`src/common/lvd_regs.svh`:
```
// Notes on behaviour
// - three-bit code picks one of eight levels
// - code zero compares external pin, else supply
// - flag reads one while voltage below level
// - enable bit powers detector on or off
// - enable also turns reference on automatically
// - sleep forces detector off despite enable
// - request feeds shared multi-function interrupt
// - request raised after interrupt delay, or preset by a write to the delay offset
// - idle-mode low voltage sets request, wakes unless request already set
`ifndef LVD_REGS_SVH
`define LVD_REGS_SVH

// ----------------------------------------------------------------
// register offsets
// ----------------------------------------------------------------
`define LVD_CTRL_OFS        12'h000
`define LVD_IRQ_STATUS_OFS  12'h004
`define LVD_IRQ_MASK_OFS    12'h008
`define LVD_DELAY_OFS       12'h00c

// ----------------------------------------------------------------
// control field positions and reset values
// ----------------------------------------------------------------
`define LVD_THR_LSB         0
`define LVD_REFBUF_BIT      3
`define LVD_EN_BIT          4
`define LVD_FLAG_BIT        5
`define LVD_CTRL_RESET      8'h00
`define LVD_WR_MASK         8'h1f
`define LVD_THR_EXT_PIN     3'h0

// ----------------------------------------------------------------
// timing: interrupt delay in ns and cycles at 200 MHz
// ----------------------------------------------------------------
`define LVD_CLK_NS          5
`define LVD_IRQ_DELAY_NS    15000
`define LVD_IRQ_DELAY_CYC   ((`LVD_IRQ_DELAY_NS + `LVD_CLK_NS - 1) / `LVD_CLK_NS)
`define LVD_STAB_DELAY_NS   15000

`endif

```
`src/common/lvd_pkg.sv`:
```
package lvd_pkg;
    // ------------------------------------------------------------
    // bus transfer kinds and delay state
    // ------------------------------------------------------------
    typedef enum logic [1:0] {HT_IDLE = 2'h0, HT_BUSY = 2'h1, HT_NONSEQ = 2'h2,
                              HT_SEQ = 2'h3} htrans_type;
    typedef enum {DLY_IDLE, DLY_RUN, DLY_DONE} delay_state_type;
endpackage : lvd_pkg

```
`src/hdl/lvd_delay.sv`:
```
`timescale 1ns/10ps
// ----------------------------------------------------------------
// qualifies the raw flag: fires once after it stays high a delay
// ----------------------------------------------------------------
module lvd_delay #(
    parameter int CYCLES = 3000
) (
    // clock and reset
    input  wire logic clk,
    input  wire logic rst_n,
    // flag in, event out
    input  wire logic level,
    output logic      fire
);
    initial begin
        if (CYCLES < 1 || CYCLES > 65535) $error("lvd_delay: CYCLES out of range");
    end

    lvd_pkg::delay_state_type state_q;   // delay state
    logic [15:0]              cnt_q;     // elapsed cycles

    // state and counter; low level restarts the wait
    always_ff @(posedge clk or negedge rst_n) begin
        if (!rst_n) begin
            state_q <= lvd_pkg::DLY_IDLE;
            cnt_q   <= 16'h0000;
            fire    <= 1'b0;
        end else begin
            fire <= 1'b0;
            case (state_q)
                lvd_pkg::DLY_IDLE: begin
                    cnt_q <= 16'h0001;
                    if (level) state_q <= lvd_pkg::DLY_RUN;
                end
                lvd_pkg::DLY_RUN: begin
                    if (!level) begin
                        state_q <= lvd_pkg::DLY_IDLE;        // glitch: drop it
                    end else if (cnt_q >= 16'(CYCLES)) begin
                        fire    <= 1'b1;
                        state_q <= lvd_pkg::DLY_DONE;
                    end else begin
                        cnt_q <= cnt_q + 16'h0001;
                    end
                end
                default: begin
                    if (!level) state_q <= lvd_pkg::DLY_IDLE; // rearm on fall
                end
            endcase
        end
    end
endmodule : lvd_delay

```
`src/hdl/lvd_top.sv`:
```
`timescale 1ns/10ps
`include "lvd_regs.svh"
// ----------------------------------------------------------------
// low voltage detector control, AHB-Lite slave
// ----------------------------------------------------------------
module lvd_top #(
    parameter int IRQ_DELAY_CYC = `LVD_IRQ_DELAY_CYC
) (
    // clock and reset
    input  wire logic        CLK,
    input  wire logic        RSTN,
    // ahb-lite slave
    input  wire logic        HSEL,
    input  wire logic [11:0] HADDR,
    input  wire logic [1:0]  HTRANS,
    input  wire logic        HWRITE,
    input  wire logic [2:0]  HSIZE,
    input  wire logic [31:0] HWDATA,
    input  wire logic        HREADY,
    output logic [31:0]      HRDATA,
    output logic             HREADYOUT,
    output logic             HRESP,
    // analog comparator side
    input  wire logic        CMP_BELOW,
    output logic             DET_POWER,
    output logic             REF_ENABLE,
    output logic             REFBUF_ENABLE,
    output logic [2:0]       THRESHOLD_SELECT,
    output logic             USE_EXT_INPUT,
    // power state
    input  wire logic        SLEEP_MODE,
    input  wire logic        IDLE_MODE,
    // interrupt and wake
    output logic             IRQ,
    output logic             WAKE
);
    initial begin
        if (IRQ_DELAY_CYC < 1 || IRQ_DELAY_CYC > 65535) $error("lvd_top: bad IRQ_DELAY_CYC");
    end

    // ------------------------------------------------------------
    // reset release through two flops
    // ------------------------------------------------------------
    logic rst_s1_q;   // first stage
    logic rst_n;      // synchronised reset

    always_ff @(posedge CLK or negedge RSTN) begin
        if (!RSTN) begin
            rst_s1_q <= 1'b0;
            rst_n    <= 1'b0;
        end else begin
            rst_s1_q <= 1'b1;
            rst_n    <= rst_s1_q;
        end
    end

    // ------------------------------------------------------------
    // state
    // ------------------------------------------------------------
    logic [2:0]  thr_q;        // threshold code
    logic        refbuf_q;     // reference buffer enable
    logic        en_q;         // detector enable
    logic        flag_q;       // low voltage flag
    logic        req_q;        // detector irq request, sticky
    logic        mask_q;       // interrupt enable
    logic        wr_pend_q;    // write data phase pending
    logic [11:0] addr_q;       // latched address
    logic        fire;         // qualified low event
    logic        active;       // detector really powered
    logic [31:0] rdata_d;      // read mux
    logic        take;         // address phase accepted

    // sleep overrides the enable bit
    assign active = en_q && !SLEEP_MODE;
    assign take   = HSEL && HREADY && HTRANS[1];

    // ------------------------------------------------------------
    // address phase capture
    // ------------------------------------------------------------
    always_ff @(posedge CLK or negedge rst_n) begin
        if (!rst_n) begin
            wr_pend_q <= 1'b0;
            addr_q    <= 12'h000;
        end else if (HREADY) begin
            wr_pend_q <= take && HWRITE;
            addr_q    <= HADDR;
        end
    end

    // ------------------------------------------------------------
    // control register writes; flag and upper bits never written
    // ------------------------------------------------------------
    always_ff @(posedge CLK or negedge rst_n) begin
        if (!rst_n) begin
            thr_q    <= 3'h0;
            refbuf_q <= 1'b0;
            en_q     <= 1'b0;
        end else if (wr_pend_q && addr_q == `LVD_CTRL_OFS) begin
            thr_q    <= HWDATA[`LVD_THR_LSB +: 3];
            refbuf_q <= HWDATA[`LVD_REFBUF_BIT];
            en_q     <= HWDATA[`LVD_EN_BIT];
        end
    end

    // ------------------------------------------------------------
    // flag follows the comparator while powered
    // ------------------------------------------------------------
    always_ff @(posedge CLK or negedge rst_n) begin
        if (!rst_n) begin
            flag_q <= 1'b0;
        end else begin
            // the comparator output is garbage until power has reached it,
            // so the flag also waits for the registered power line
            flag_q <= active && DET_POWER && CMP_BELOW;
        end
    end

    lvd_delay #(
        .CYCLES (IRQ_DELAY_CYC)
    ) u_delay (
        .clk   (CLK),
        .rst_n (rst_n),
        .level (flag_q),
        .fire  (fire)
    );

    // ------------------------------------------------------------
    // sticky request; set beats write-one-clear; software may set it
    // ------------------------------------------------------------
    always_ff @(posedge CLK or negedge rst_n) begin
        if (!rst_n) begin
            req_q  <= 1'b0;
            mask_q <= 1'b0;
        end else begin
            if (fire) begin
                req_q <= 1'b1;
            end else if (wr_pend_q && addr_q == `LVD_IRQ_STATUS_OFS) begin
                req_q <= req_q & ~HWDATA[0];                 // write one clears
            end else if (wr_pend_q && addr_q == `LVD_DELAY_OFS) begin
                req_q <= req_q | HWDATA[0];                  // preset
            end
            if (wr_pend_q && addr_q == `LVD_IRQ_MASK_OFS) begin
                mask_q <= HWDATA[0];
            end
        end
    end

    // ------------------------------------------------------------
    // read mux
    // ------------------------------------------------------------
    always_comb begin
        rdata_d = 32'h0000_0000;   // unmapped reads zero
        if (HADDR == `LVD_CTRL_OFS) begin
            rdata_d[7:0] = {2'b00, flag_q, en_q, refbuf_q, thr_q};
        end else if (HADDR == `LVD_IRQ_STATUS_OFS) begin
            rdata_d[0] = req_q;
        end else if (HADDR == `LVD_IRQ_MASK_OFS) begin
            rdata_d[0] = mask_q;
        end else if (HADDR == `LVD_DELAY_OFS) begin
            rdata_d[0] = req_q;
        end
    end

    // ------------------------------------------------------------
    // registered outputs
    // ------------------------------------------------------------
    always_ff @(posedge CLK or negedge rst_n) begin
        if (!rst_n) begin
            HRDATA           <= 32'h0000_0000;
            HREADYOUT        <= 1'b1;
            HRESP            <= 1'b0;
            DET_POWER        <= 1'b0;
            REF_ENABLE       <= 1'b0;
            REFBUF_ENABLE    <= 1'b0;
            THRESHOLD_SELECT <= 3'h0;
            USE_EXT_INPUT    <= 1'b1;
            IRQ              <= 1'b0;
            WAKE             <= 1'b0;
        end else begin
            HREADYOUT        <= 1'b1;                   // zero wait states
            HRESP            <= 1'b0;
            if (take && !HWRITE) HRDATA <= rdata_d;
            DET_POWER        <= active;
            REF_ENABLE       <= active;
            REFBUF_ENABLE    <= refbuf_q;
            THRESHOLD_SELECT <= thr_q;
            USE_EXT_INPUT    <= thr_q == `LVD_THR_EXT_PIN;
            IRQ              <= req_q && mask_q;
            // wake comes from the request rising; a preset request blocks it
            WAKE             <= fire && IDLE_MODE && !req_q;
        end
    end
endmodule : lvd_top

```
`config.mk`:
```
export PLATFORM = sky130hd
export DESIGN_NAME = lvd_top
export DESIGN_NICKNAME = d
export VERILOG_FILES = /design/src/common/lvd_pkg.sv /design/src/hdl/lvd_delay.sv /design/src/hdl/lvd_top.sv
export VERILOG_INCLUDE_DIRS = /design/src /design/src/common
export SDC_FILE = /design/constraint.sdc
export NUM_CORES = 1
export LEC_CHECK = 0
export BUFFER_PORTS_ARGS = -buffer_cell sky130_fd_sc_hd__buf_4
export CELL_PAD_IN_SITES_DETAIL_PLACEMENT = 1
export CELL_PAD_IN_SITES_GLOBAL_PLACEMENT = 2
export CORE_ASPECT_RATIO = 0.8
export CORE_MARGIN = 2
export CORE_UTILIZATION = 33
export CTS_BUF_LIST = sky130_fd_sc_hd__clkbuf_8
export CTS_CLUSTER_DIAMETER = 80
export DETAILED_ROUTE_END_ITERATION = 7
export GPL_ROUTABILITY_DRIVEN = 0
export PLACE_DENSITY = 0.88
export SLEW_MARGIN = 20
export SYNTH_ARGS = -nofsm -noshare
export SYNTH_HDL_FRONTEND = slang
export SYNTH_SLANG_ARGS = --single-unit
```
`constraint.sdc`:
```
create_clock -name CLK -period 4.5 [get_ports CLK]
set_input_delay 0.225 -clock CLK [delete_from_list [all_inputs] [get_ports CLK]]
set_output_delay 0.225 -clock CLK [all_outputs]
set_load 0.03 [all_outputs]
```
==> results.json, run 1 <==
{
  "drive_above_1_share_pct": 29.3,
  "fillCellCount": 878,
  "route.vias.total": 1840,
  "final-instance-count-excl-fill": 381,
  "die_h_um": 84.4,
  "dp_hpwl_mm": 4.16,
  "ys_ff_latch": 56,
  "finalClockSkew_ns": 0.0144,
  "power_switching_uw": 252,
  "final_common_cell": "dfrtp_1",
  "critPathCaptureType": "flip-flop",
  "syn-cell-area_mm2": 0.00267,
  "rows": 29,
  "total_power_uw": 923,
  "fmax_mhz": 528,
  "synth_top_cell_area_share_pct": 51.6,
  "ys.flop_type": "dfrtp_1",
  "antenna_found_initial": 0,
  "power_density_mw_per_mm2": 302,
  "grt_pass1_wl_mm": 9.31,
  "status": "complete, no violations",
  "wl_per_cell_um": 14.5,
  "clk_pin_slew_worst_paths_ns": 0.11,
  "synth_edf_count": 0,
  "die_x_um": 105,
  "hold_viol": 0,
  "synth_largest_area_cell": "dfrtp_1",
  "start_util_pct": 33.9,
  "final_cell_mix": "dfrtp_1 (54), buf_4 (41), conb_1 (29), nand2_1 (12), mux2_2 (12)",
  "drt_wl_total_mm": 5.54,
  "numClockSinks": 56,
  "drt_iter0_markers": 52,
  "drtAntennaViolNets": 0,
  "worstSetupPathType": "reg2reg",
  "diodes": 0,
  "avgSynthCellArea_um2": 11.4,
  "grt_max_degree": 55,
  "first_pass_iters": 4,
  "area_growth_pct": 14.4,
  "finalNetCount": 331,
  "tightest_slew_ns": 0.673,
  "power_frac_seq_pct": 57.8,
  "period_share_pct": 42.1,
  "cp.required_ns": 4.71,
  "grt_pass1_vias": 1912,
  "ys_top_cells_by_area": "dfrtp_1 (52%), buf_4 (8.7%), mux2_2 (5.1%), mux2_4 (2.8%), nand3_1 (1.7%)",
  "clockRootBuffer": "clkbuf_8",
  "place_inst": 372,
  "min_period_ns": 1.89,
  "insertion_delay_ns": 0.32,
  "start_kind": "flip-flop",
  "yosys_warnings": 0,
  "hp-class": "in2reg",
  "synthesis.instances": 234,
  "rsz0062_at_grt": "no",
  "grt_util_all_layers_pct": 13.1,
  "cts-resized-gates": 0,
  "multiInputGateArea_mm2": 0.00108,
  "cts_tree": "built",
  "synth.distinct_cells": 49,
  "cts_hold_buf": 1,
  "clock_power_share_pct": 31.4,
  "numCtsBuffers": 5,
  "slew_headroom_pct": 55.1,
  "overflow": 0,
  "seq_area_frac_synth_pct": 52.6,
  "swShare_pct": 27.3,
  "core_area_mm2": 0.00787,
  "maxCapViolations": 0,
  "drt-vias-per-instance": 4.83,
  "setup_violations": 0,
  "postCtsSetupRepairBufs": 0,
  "dieArea_mm2": 0.00882,
  "critPathMaxFanout": 5,
  "internal_power_uw": 671,
  "leakage_nw": 1.40,
  "ff_latch_area_mm2": 0.00140,
  "numPortBuffers": 40,
  "ioPinCount": 100,
  "arrival_ns": 2.10,
  "combPwrFrac_pct": 10.9,
  "async_flop_share_pct": 100,
  "cts_max_level": 2,
  "slew_viol_final": 0,
  "cts_buffer_depth": 2,
  "setup_tns_ns": 0,
  "ir_worst_vdd_v": 0.000141,
  "drc": 0
}
==> flip-flops by register name, indices dropped and copies added (netlist names), 2 cells and up <==
signal,flops
THRESHOLD_SELECT,3
u_delay.cnt_q,16
thr_q,3
addr_q,12
u_delay.state_q,2
HRDATA,6
==> power groups by stage <==
stage	logic (mW)	registers [mW]	clock network [mW]
after detailed placement	0.101	0.544	0
after global routing	0.109	0.537	0.316
after global placement	0.0987	0.542	0
after CTS	0.102	0.534	0.302
final	0.100	0.533	0.290
after floorplan	0.0751	0.552	0
==> path summary, 6_finish.rpt <==
path	start	to	slack [ns]	depth (start not counted)
min in group asynchronous	RSTN	rst_n$_DFF_PN0_	0.22	2
max	addr_q[1]$_DFFE_PN0P_	thr_q[1]$_DFFE_PN0P_	2.61	4
min	SLEEP_MODE	REF_ENABLE$_DFF_PN0_	0.05	2
max reg2reg	addr_q[1]$_DFFE_PN0P_	thr_q[1]$_DFFE_PN0P_	2.61	4
min reg2reg	rst_s1_q$_DFF_PN0_	rst_n$_DFF_PN0_	0.36	0
max in group asynchronous	rst_n$_DFF_PN0_	HRDATA[3]$_DFFE_PN0P_	3.68	1
==> per-stage QoR <==
stage	hold WS (ns)	area [um^2]	setup WS, ns	util (%)
finish	0.0532	3050	2.61	38.8
global placement	0.00788	2940	2.65	37.4
global route	0.0538	3050	2.51	38.8
floorplan	-0.0706	2770	2.83	-
CTS	0.0439	3050	2.52	38.7
detailed placement	0.00994	2940	2.60	37.4
==> cell usage after synthesis, drive strengths merged (2+ instances only) <==
cell type,count
ha,2
o21ai,7
nor2b,2
mux2,17
nor3,4
nor2,6
nand2,12
dfrtp,55
nand3,9
buf,37
nor4,6
and2,9
a21oi,8
o31ai,4
or4,4
conb,2
inv,6
or3,4
and3,6
a22o,5
a41o,2
a31oi,3
o311ai,3
nand4,6
==> critical path, cell delays in order (launching register included) <==
cell and delay, ns:
dfrtp_1 0.40, nor4_1 0.32, nand3_1 0.22, or3_1 0.51
mux2_4 0.35
==> kinds of logic (layout without fill, tap and decap cells) <==
family	Yosys count	in the layout	share of synthesized area, %
other cells	2	29	0.282
flops	56	56	52.6
mux	18	18	8.26
fa+ha+maj	2	2	0.938
buf+inv	44	56	11.0
simple gates	74	74	17.1
compound gates	38	38	9.80
==> metal layers <==
| metal | vias to the layer above | routed length, um | global-route usage [%] | share of wire [%] |
|---|---|---|---|---|
| li1 | 858 | - | - | - |
| met1 | 925 | 2670 | 18.0 | 48 |
| met2 | 52 | 2540 | 20.8 | 46 |
| met3 | 5 | 256 | 2.25 | 4.6 |
| met4 | 0 | 71 | 4.79 | 1.3 |
| met5 | - | 0 | 0 | 0 |
==> cell type report <==
| class | instances | area share (%) |
|---|---|---|
| well taps | 108 | 4.43 |
| multi-input cells | 161 | 35.3 |
| clock inverters | 3 | 0.902 |
| clock buffers | 5 | 2.25 |
| repair buffers | 42 | 10.4 |
| inverters | 6 | 0.738 |
| flip-flops and latches | 56 | 46.0 |
(Power assumes the default switching activity.)
==> run 2: changes to the inputs <==
--- a/config.mk
+++ b/config.mk
@@ -6,17 +6,18 @@
 export SDC_FILE = /design/constraint.sdc
 export NUM_CORES = 1
 export LEC_CHECK = 0
+export ABC_AREA = 1
 export BUFFER_PORTS_ARGS = -buffer_cell sky130_fd_sc_hd__buf_4
 export CELL_PAD_IN_SITES_DETAIL_PLACEMENT = 1
 export CELL_PAD_IN_SITES_GLOBAL_PLACEMENT = 2
 export CORE_ASPECT_RATIO = 0.8
 export CORE_MARGIN = 2
-export CORE_UTILIZATION = 33
+export CORE_UTILIZATION = 28
 export CTS_BUF_LIST = sky130_fd_sc_hd__clkbuf_8
 export CTS_CLUSTER_DIAMETER = 80
 export DETAILED_ROUTE_END_ITERATION = 7
 export GPL_ROUTABILITY_DRIVEN = 0
-export PLACE_DENSITY = 0.88
+export PLACE_DENSITY = 0.82
 export SLEW_MARGIN = 20
 export SYNTH_ARGS = -nofsm -noshare
 export SYNTH_HDL_FRONTEND = slang
==> constraint.sdc (replaced) <==
create_clock -name CLK -period 1.85 [get_ports CLK]
set_input_delay 0.0925 -clock CLK [delete_from_list [all_inputs] [get_ports CLK]]
set_output_delay 0.0925 -clock CLK [all_outputs]
set_load 0.03 [all_outputs]
==> results.json, run 2 <==
{
  "clock_power_share_pct": 35.9,
  "setup_tns_ns": 0,
  "finalNetCount": 446,
  "ys_top_cells_by_count": "nand2_1 (82), dfrtp_1 (55), inv_1 (41), nor2_1 (36), buf_4 (30)",
  "cts_max_level": 2,
  "rows": 32,
  "synth_largest_area_cell": "dfrtp_1",
  "grt_util_all_layers_pct": 12.4,
  "fmax_mhz": 674,
  "hp-class": "in2reg",
  "final_cell_mix": "nand2_1 (82), dfrtp_1 (54), buf_4 (42), inv_1 (41), nor2_1 (36)",
  "grt_pass1_vias": 2228,
  "internal_power_mw": 1.79,
  "setup_violations": 0,
  "power_frac_seq_pct": 53.0,
  "numCtsBuffers": 5,
  "die_h_um": 93.0,
  "crit_family": "simple AND/OR/NAND/NOR gates",
  "cts-resized-gates": 0,
  "ys_ff_latch": 56,
  "seq_area_frac_synth_pct": 50.6,
  "drtAntennaViolNets": 0,
  "combPwrFrac_pct": 11.1,
  "violations": "hold timing",
  "core_area_mm2": 0.00965,
  "critPathCaptureType": "flip-flop",
  "yosys_warnings": 0,
  "cp_num_buf_inv": 1,
  "ir_worst_vdd_v": 0.000328,
  "antenna_found_initial": 0,
  "arrival_ns": 1.69,
  "cts_tree": "built",
  "ioPinCount": 100,
  "postCtsSetupRepairBufs": 0,
  "whs_ns": -0.00398,
  "first_pass_iters": 4,
  "fillCellCount": 1156,
  "dp_hpwl_mm": 4.61,
  "rsz0062_at_grt": "no",
  "top_register": "u_delay.cnt_q",
  "swShare_pct": 26.2,
  "ys_top_cells_by_area": "dfrtp_1 (50%), nand2_1 (11%), buf_4 (8.1%), inv_1 (5.6%), nor2_1 (4.9%)",
  "dieArea_mm2": 0.0107,
  "drt_iter0_markers": 108,
  "syn-cell-area_mm2": 0.00277,
  "grt_pass1_wl_mm": 10.4,
  "min_period_ns": 1.48,
  "critPathMaxFanout": 5,
  "diodes": 0,
  "numPortBuffers": 40,
  "period_share_pct": 80.2,
  "numClockSinks": 56,
  "drt-vias-per-instance": 4.15,
  "reg_top3": "u_delay.cnt_q x16, addr_q x12, HRDATA x6",
  "cts_hold_buf": 9,
  "synth.distinct_cells": 28,
  "clk_pin_slew_worst_paths_ns": 0.11,
  "ys.flop_type": "dfrtp_1",
  "area_growth_pct": 20.7,
  "clockRootBuffer": "clkbuf_8",
  "critPathMaxStageDelay_ns": 0.43,
  "start_util_pct": 28.7,
  "worstPathCellList": "ha_1, inv_1, nor2_1, nand2_1, xor2_1, nor2_1, nand2_1, nand2_1",
  "drive_above_1_share_pct": 16.8,
  "start_kind": "flip-flop",
  "maxCapViolations": 0,
  "avgSynthCellArea_um2": 8.24,
  "power_density_mw_per_mm2": 725,
  "route.vias.total": 2174,
  "synthesis.instances": 336,
  "finalClockSkew_ns": 0.0129,
  "async_flop_share_pct": 100,
  "worstSetupPathType": "reg2reg",
  "leakage_nw": 1.61,
  "largest_reg_flops": 16,
  "crit_slowest_cell": "dfrtp_1",
  "insertion_delay_ns": 0.32,
  "synth_top_cell_area_share_pct": 49.7,
  "overflow": 0,
  "drt_wl_total_mm": 6.18,
  "wl_per_cell_um": 11.8,
  "crit_top_cell": "nand2_1",
  "power_switching_uw": 634,
  "hold_viol": 2,
  "cp.required_ns": 2.06,
  "drc": 0,
  "synth.most_common_cell": "nand2_1",
  "synth_edf_count": 0,
  "grt_max_degree": 27,
  "cts_buffer_depth": 2,
  "die_x_um": 115,
  "status": "complete, but fails checks",
  "final_common_cell": "nand2_1",
  "slew_viol_final": 0
}
[run 2: cell types whose count changed after synthesis, sizes merged, moves of 16 or more]
cell / before / now
inv: 6 / 41
mux2: 17 / 0
nand2: 12 / 85
nand3: 9 / 25
nor2: 6 / 41
o21ai: 7 / 28
[run 2: per-stage QoR]
| step | util (%) | instance area (um^2) | cells | setup slack (ns) | power, mW |
|---|---|---|---|---|---|
| 4_1_cts | 34.5 | 3330 | 523 | 0.343 | 2.45 |
| 3_5_place_dp | 32.4 | 3120 | 506 | 0.358 | 1.57 |
| 3_3_place_gp | 32.4 | 3120 | 506 | 0.422 | 1.56 |
| 6_report | 34.6 | 3340 | 524 | 0.367 | 2.42 |
| 5_1_grt | 34.6 | 3340 | 524 | 0.205 | 2.53 |
| 2_1_floorplan | - | 2870 | 363 | 0.177 | 1.52 |
[run 2: layout make-up]
cell class	instances	area (um^2)	area share, %
inverter	41	154	4.60
timing repair buffer	53	435	13.0
clock inverter	2	38.8	1.16
sequential	56	1400	42.0
clock buffer	6	82.6	2.47
tap	136	170	5.09
multi-input combinational	230	1060	31.7
[run 2: cells by family after synthesis]
| family | Yosys count | synth area share [%] |
|---|---|---|
| other cells | 2 | 0.271 |
| flops | 56 | 50.6 |
| simple gates | 160 | 25.2 |
| buf+inv | 77 | 14.8 |
| xor+xnor | 7 | 2.21 |
| compound gates | 32 | 5.96 |
| fa+ha+maj | 2 | 0.903 |
[run 2: path summary, 6_finish.rpt]
path                                         startpoint                      endpoint  slack, ns  cells after the start
max in group asynchronous               rst_n$_DFF_PN0_       USE_EXT_INPUT$_DFF_PN1_       1.05                      1
setup / recovery           u_delay.cnt_q[0]$_DFFE_PN0P_  u_delay.cnt_q[8]$_DFFE_PN0P_       0.37                      8
hold / removal                                 HADDR[7]         addr_q[7]$_DFFE_PN0P_     -0.004                      3
min in group asynchronous                          RSTN            rst_s1_q$_DFF_PN0_       0.09                      2
hold reg to reg                         rst_n$_DFF_PN0_              en_q$_DFFE_PN0P_       0.21                      0
setup reg to reg           u_delay.cnt_q[0]$_DFFE_PN0P_  u_delay.cnt_q[8]$_DFFE_PN0P_       0.37                      8
[run 2: per-layer routing]
| metal | global-route usage, % | share of wire (%) | routed length [um] |
|---|---|---|---|
| met1 | 16.9 | 50 | 3070 |
| met2 | 19.8 | 45 | 2780 |
| met3 | 2.29 | 3.9 | 240 |
| met4 | 4.22 | 1.4 | 84 |
| met5 | 0 | 0 | 0 |
[run 2: power groups by stage]
stage	combinational, mW	sequential [mW]	clock [mW]
2_1_floorplan	0.199	1.32	0
3_3_place_gp	0.249	1.31	0
3_5_place_dp	0.255	1.31	0
4_1_cts	0.271	1.29	0.891
5_1_grt	0.300	1.29	0.940
6_report	0.270	1.29	0.869
[run 2: worst register-to-register path: stages (launching register included)]
cell and delay (ns):
dfrtp_1 0.43, ha_1 0.24, inv_1 0.06, nor2_1 0.22, nand2_1 0.10, xor2_1 0.15
nor2_1 0.06, nand2_1 0.07, nand2_1 0.05
==> run 3: changes to the inputs <==
--- a/config.mk
+++ b/config.mk
@@ -6,7 +6,7 @@
 export SDC_FILE = /design/constraint.sdc
 export NUM_CORES = 1
 export LEC_CHECK = 0
-export ABC_AREA = 1
+export ABC_AREA = 0
 export BUFFER_PORTS_ARGS = -buffer_cell sky130_fd_sc_hd__buf_4
 export CELL_PAD_IN_SITES_DETAIL_PLACEMENT = 1
 export CELL_PAD_IN_SITES_GLOBAL_PLACEMENT = 2
@@ -17,7 +17,7 @@
 export CTS_CLUSTER_DIAMETER = 80
 export DETAILED_ROUTE_END_ITERATION = 7
 export GPL_ROUTABILITY_DRIVEN = 0
-export PLACE_DENSITY = 0.82
+export PLACE_DENSITY = 0.8
 export SLEW_MARGIN = 20
 export SYNTH_ARGS = -nofsm -noshare
 export SYNTH_HDL_FRONTEND = slang
==> constraint.sdc (replaced) <==
create_clock -name CLK -period 1.2 [get_ports CLK]
set_input_delay 0.06 -clock CLK [delete_from_list [all_inputs] [get_ports CLK]]
set_output_delay 0.06 -clock CLK [all_outputs]
set_load 0.03 [all_outputs]
==> results.json, run 3 (synthesis gave the netlist of run 1 again) <==
{
  "core_area_mm2": 0.00915,
  "hold_viol": 0,
  "place_area_mm2": 0.00330,
  "drtAntennaViolNets": 0,
  "antenna_found_initial": 0,
  "holdPathStages": 2,
  "ff_latch_area_mm2": 0.00140,
  "min_period_ns": 1.70,
  "grt_pass1_vias": 2176,
  "multiInputGateArea_mm2": 0.00121,
  "reg_top3": "u_delay.cnt_q x16, addr_q x12, HRDATA x6",
  "clockRootBuffer": "clkbuf_8",
  "drt-vias-per-instance": 4.65,
  "numClockSinks": 56,
  "cts_max_level": 2,
  "ioPinCount": 100,
  "wl_per_cell_um": 15.5,
  "finalNetCount": 397,
  "numPortBuffers": 40,
  "tightest_slew_ns": 0.708,
  "fmax_mhz": 588,
  "cts_tree": "built",
  "critPathMaxFanout": 4,
  "met1Wirelength_mm": 3.28,
  "final_common_cell": "buf_4",
  "dp_hpwl_mm": 5.09,
  "cp.required_ns": 1.45,
  "r2r_slack_ns": -0.50,
  "die_x_um": 113,
  "drt_wl_total_mm": 7.03,
  "total_power_mw": 3.58,
  "numCtsBuffers": 5,
  "drive_above_1_share_pct": 43.7,
  "status": "complete, but fails checks",
  "clk_pin_slew_worst_paths_ns": 0.11,
  "top_layer": "met4",
  "maxCapViolations": 0,
  "violations": "DRC, setup timing",
  "die_h_um": 91.3,
  "hp-class": "in2reg",
  "rsz0062_at_grt": "yes",
  "slew_viol_final": 0,
  "setup_violations": 25,
  "grt_max_degree": 55,
  "fillCellCount": 1029,
  "first_pass_iters": 6,
  "ir_worst_vdd_v": 0.000458,
  "insertion_delay_ns": 0.32,
  "cts_buffer_depth": 2,
  "leakage_nw": 1.74,
  "drc": 4,
  "route.vias.total": 2109,
  "wl_met2_mm": 3.35,
  "top_register": "u_delay.cnt_q",
  "start_util_pct": 29.1,
  "reg2regPathDepth": 4,
  "power_density_mw_per_mm2": 951,
  "worstSetupPathType": "reg2reg",
  "final_cell_mix": "buf_4 (80), dfrtp_1 (54), conb_1 (29), dlygate4sd3_1 (21), nand2_1 (12)",
  "largest_reg_flops": 16,
  "wl_met3_um": 335,
  "overflow": 0,
  "dieArea_mm2": 0.0103,
  "area_growth_pct": 41.3,
  "start_kind": "flip-flop",
  "final_area_mm2": 0.00377,
  "grt_pass1_wl_mm": 11.4,
  "setup_ws_ns": -0.502,
  "arrival_ns": 1.96,
  "slew_headroom_pct": 52.5,
  "critPathCaptureType": "flip-flop",
  "finalClockSkew_ns": 0.0112,
  "drt_iter0_markers": 74,
  "diodes": 0,
  "rows": 31,
  "period_share_pct": 142,
  "grt_util_all_layers_pct": 13.9
}
run 3: report_power, final:
group	internal, mW	switching, mW	total (mW)
logic	0.209	0.278	0.487
registers	1.95	0.0489	2.00
clock network	0.427	0.666	1.09
run 3: worst paths after layout:
check,start,end
setup / recovery,u_delay.cnt_q[15]$_DFFE_PN0P_,u_delay.cnt_q[10]$_DFFE_PN0P_
hold / removal,HADDR[4],addr_q[4]$_DFFE_PN0P_
setup reg to reg,u_delay.cnt_q[15]$_DFFE_PN0P_,u_delay.cnt_q[10]$_DFFE_PN0P_
hold reg to reg,rst_n$_DFF_PN0_,wr_pend_q$_DFFE_PN0P_
max in group asynchronous,rst_n$_DFF_PN0_,USE_EXT_INPUT$_DFF_PN1_
min in group asynchronous,RSTN,rst_n$_DFF_PN0_
run 3: through the flow:
| step | setup TNS [ns] | hold WS (ns) | setup WS, ns | utilization, % | instances |
|---|---|---|---|---|---|
| after CTS | -8.75 | 0.000333 | -0.498 | 40.2 | 450 |
| after detailed placement | -11.10 | -0.156 | -0.592 | 36.0 | 419 |
| after floorplan | -5.22 | -0.236 | -0.418 | - | 261 |
| final | -8.93 | 0.0188 | -0.502 | 41.2 | 454 |
| after global placement | -9.74 | -0.157 | -0.472 | 36.0 | 419 |
| after global routing | -10.89 | 0.0117 | -0.585 | 41.2 | 454 |
run 3: layout make-up:
type / count / share of cell area [%]
clock buffer: 5 / 1.83
clock inverter: 3 / 0.664
inverter: 6 / 0.598
multi-input combinational: 161 / 32.0
sequential: 56 / 37.3
tap: 115 / 3.82
timing repair buffer: 108 / 23.8
run 3: metal layers:
layer / vias to the layer above / GRT usage, %
met1: 1066 / 19.2
met4: 0 / 3.35
met3: 4 / 3.00
li1: 988 / -
met5: - / 0
met2: 51 / 22.2
run 3: critical path: stages, from the launching register on:
cell	delay, ns
dfrtp_1	0.42
nor4_4	0.39
nand4_1	0.25
or4_1	0.47
a21oi_2	0.12
run 3: timing repair:
action                     4_1_cts  5_1_grt
resized for setup               18       11
setup buffers                    4        2
pin swaps                        6        5
setup endpoints to repair       25       25
hold buffers                    19        2
hold endpoints to repair        21        1
gates cloned                     0        0
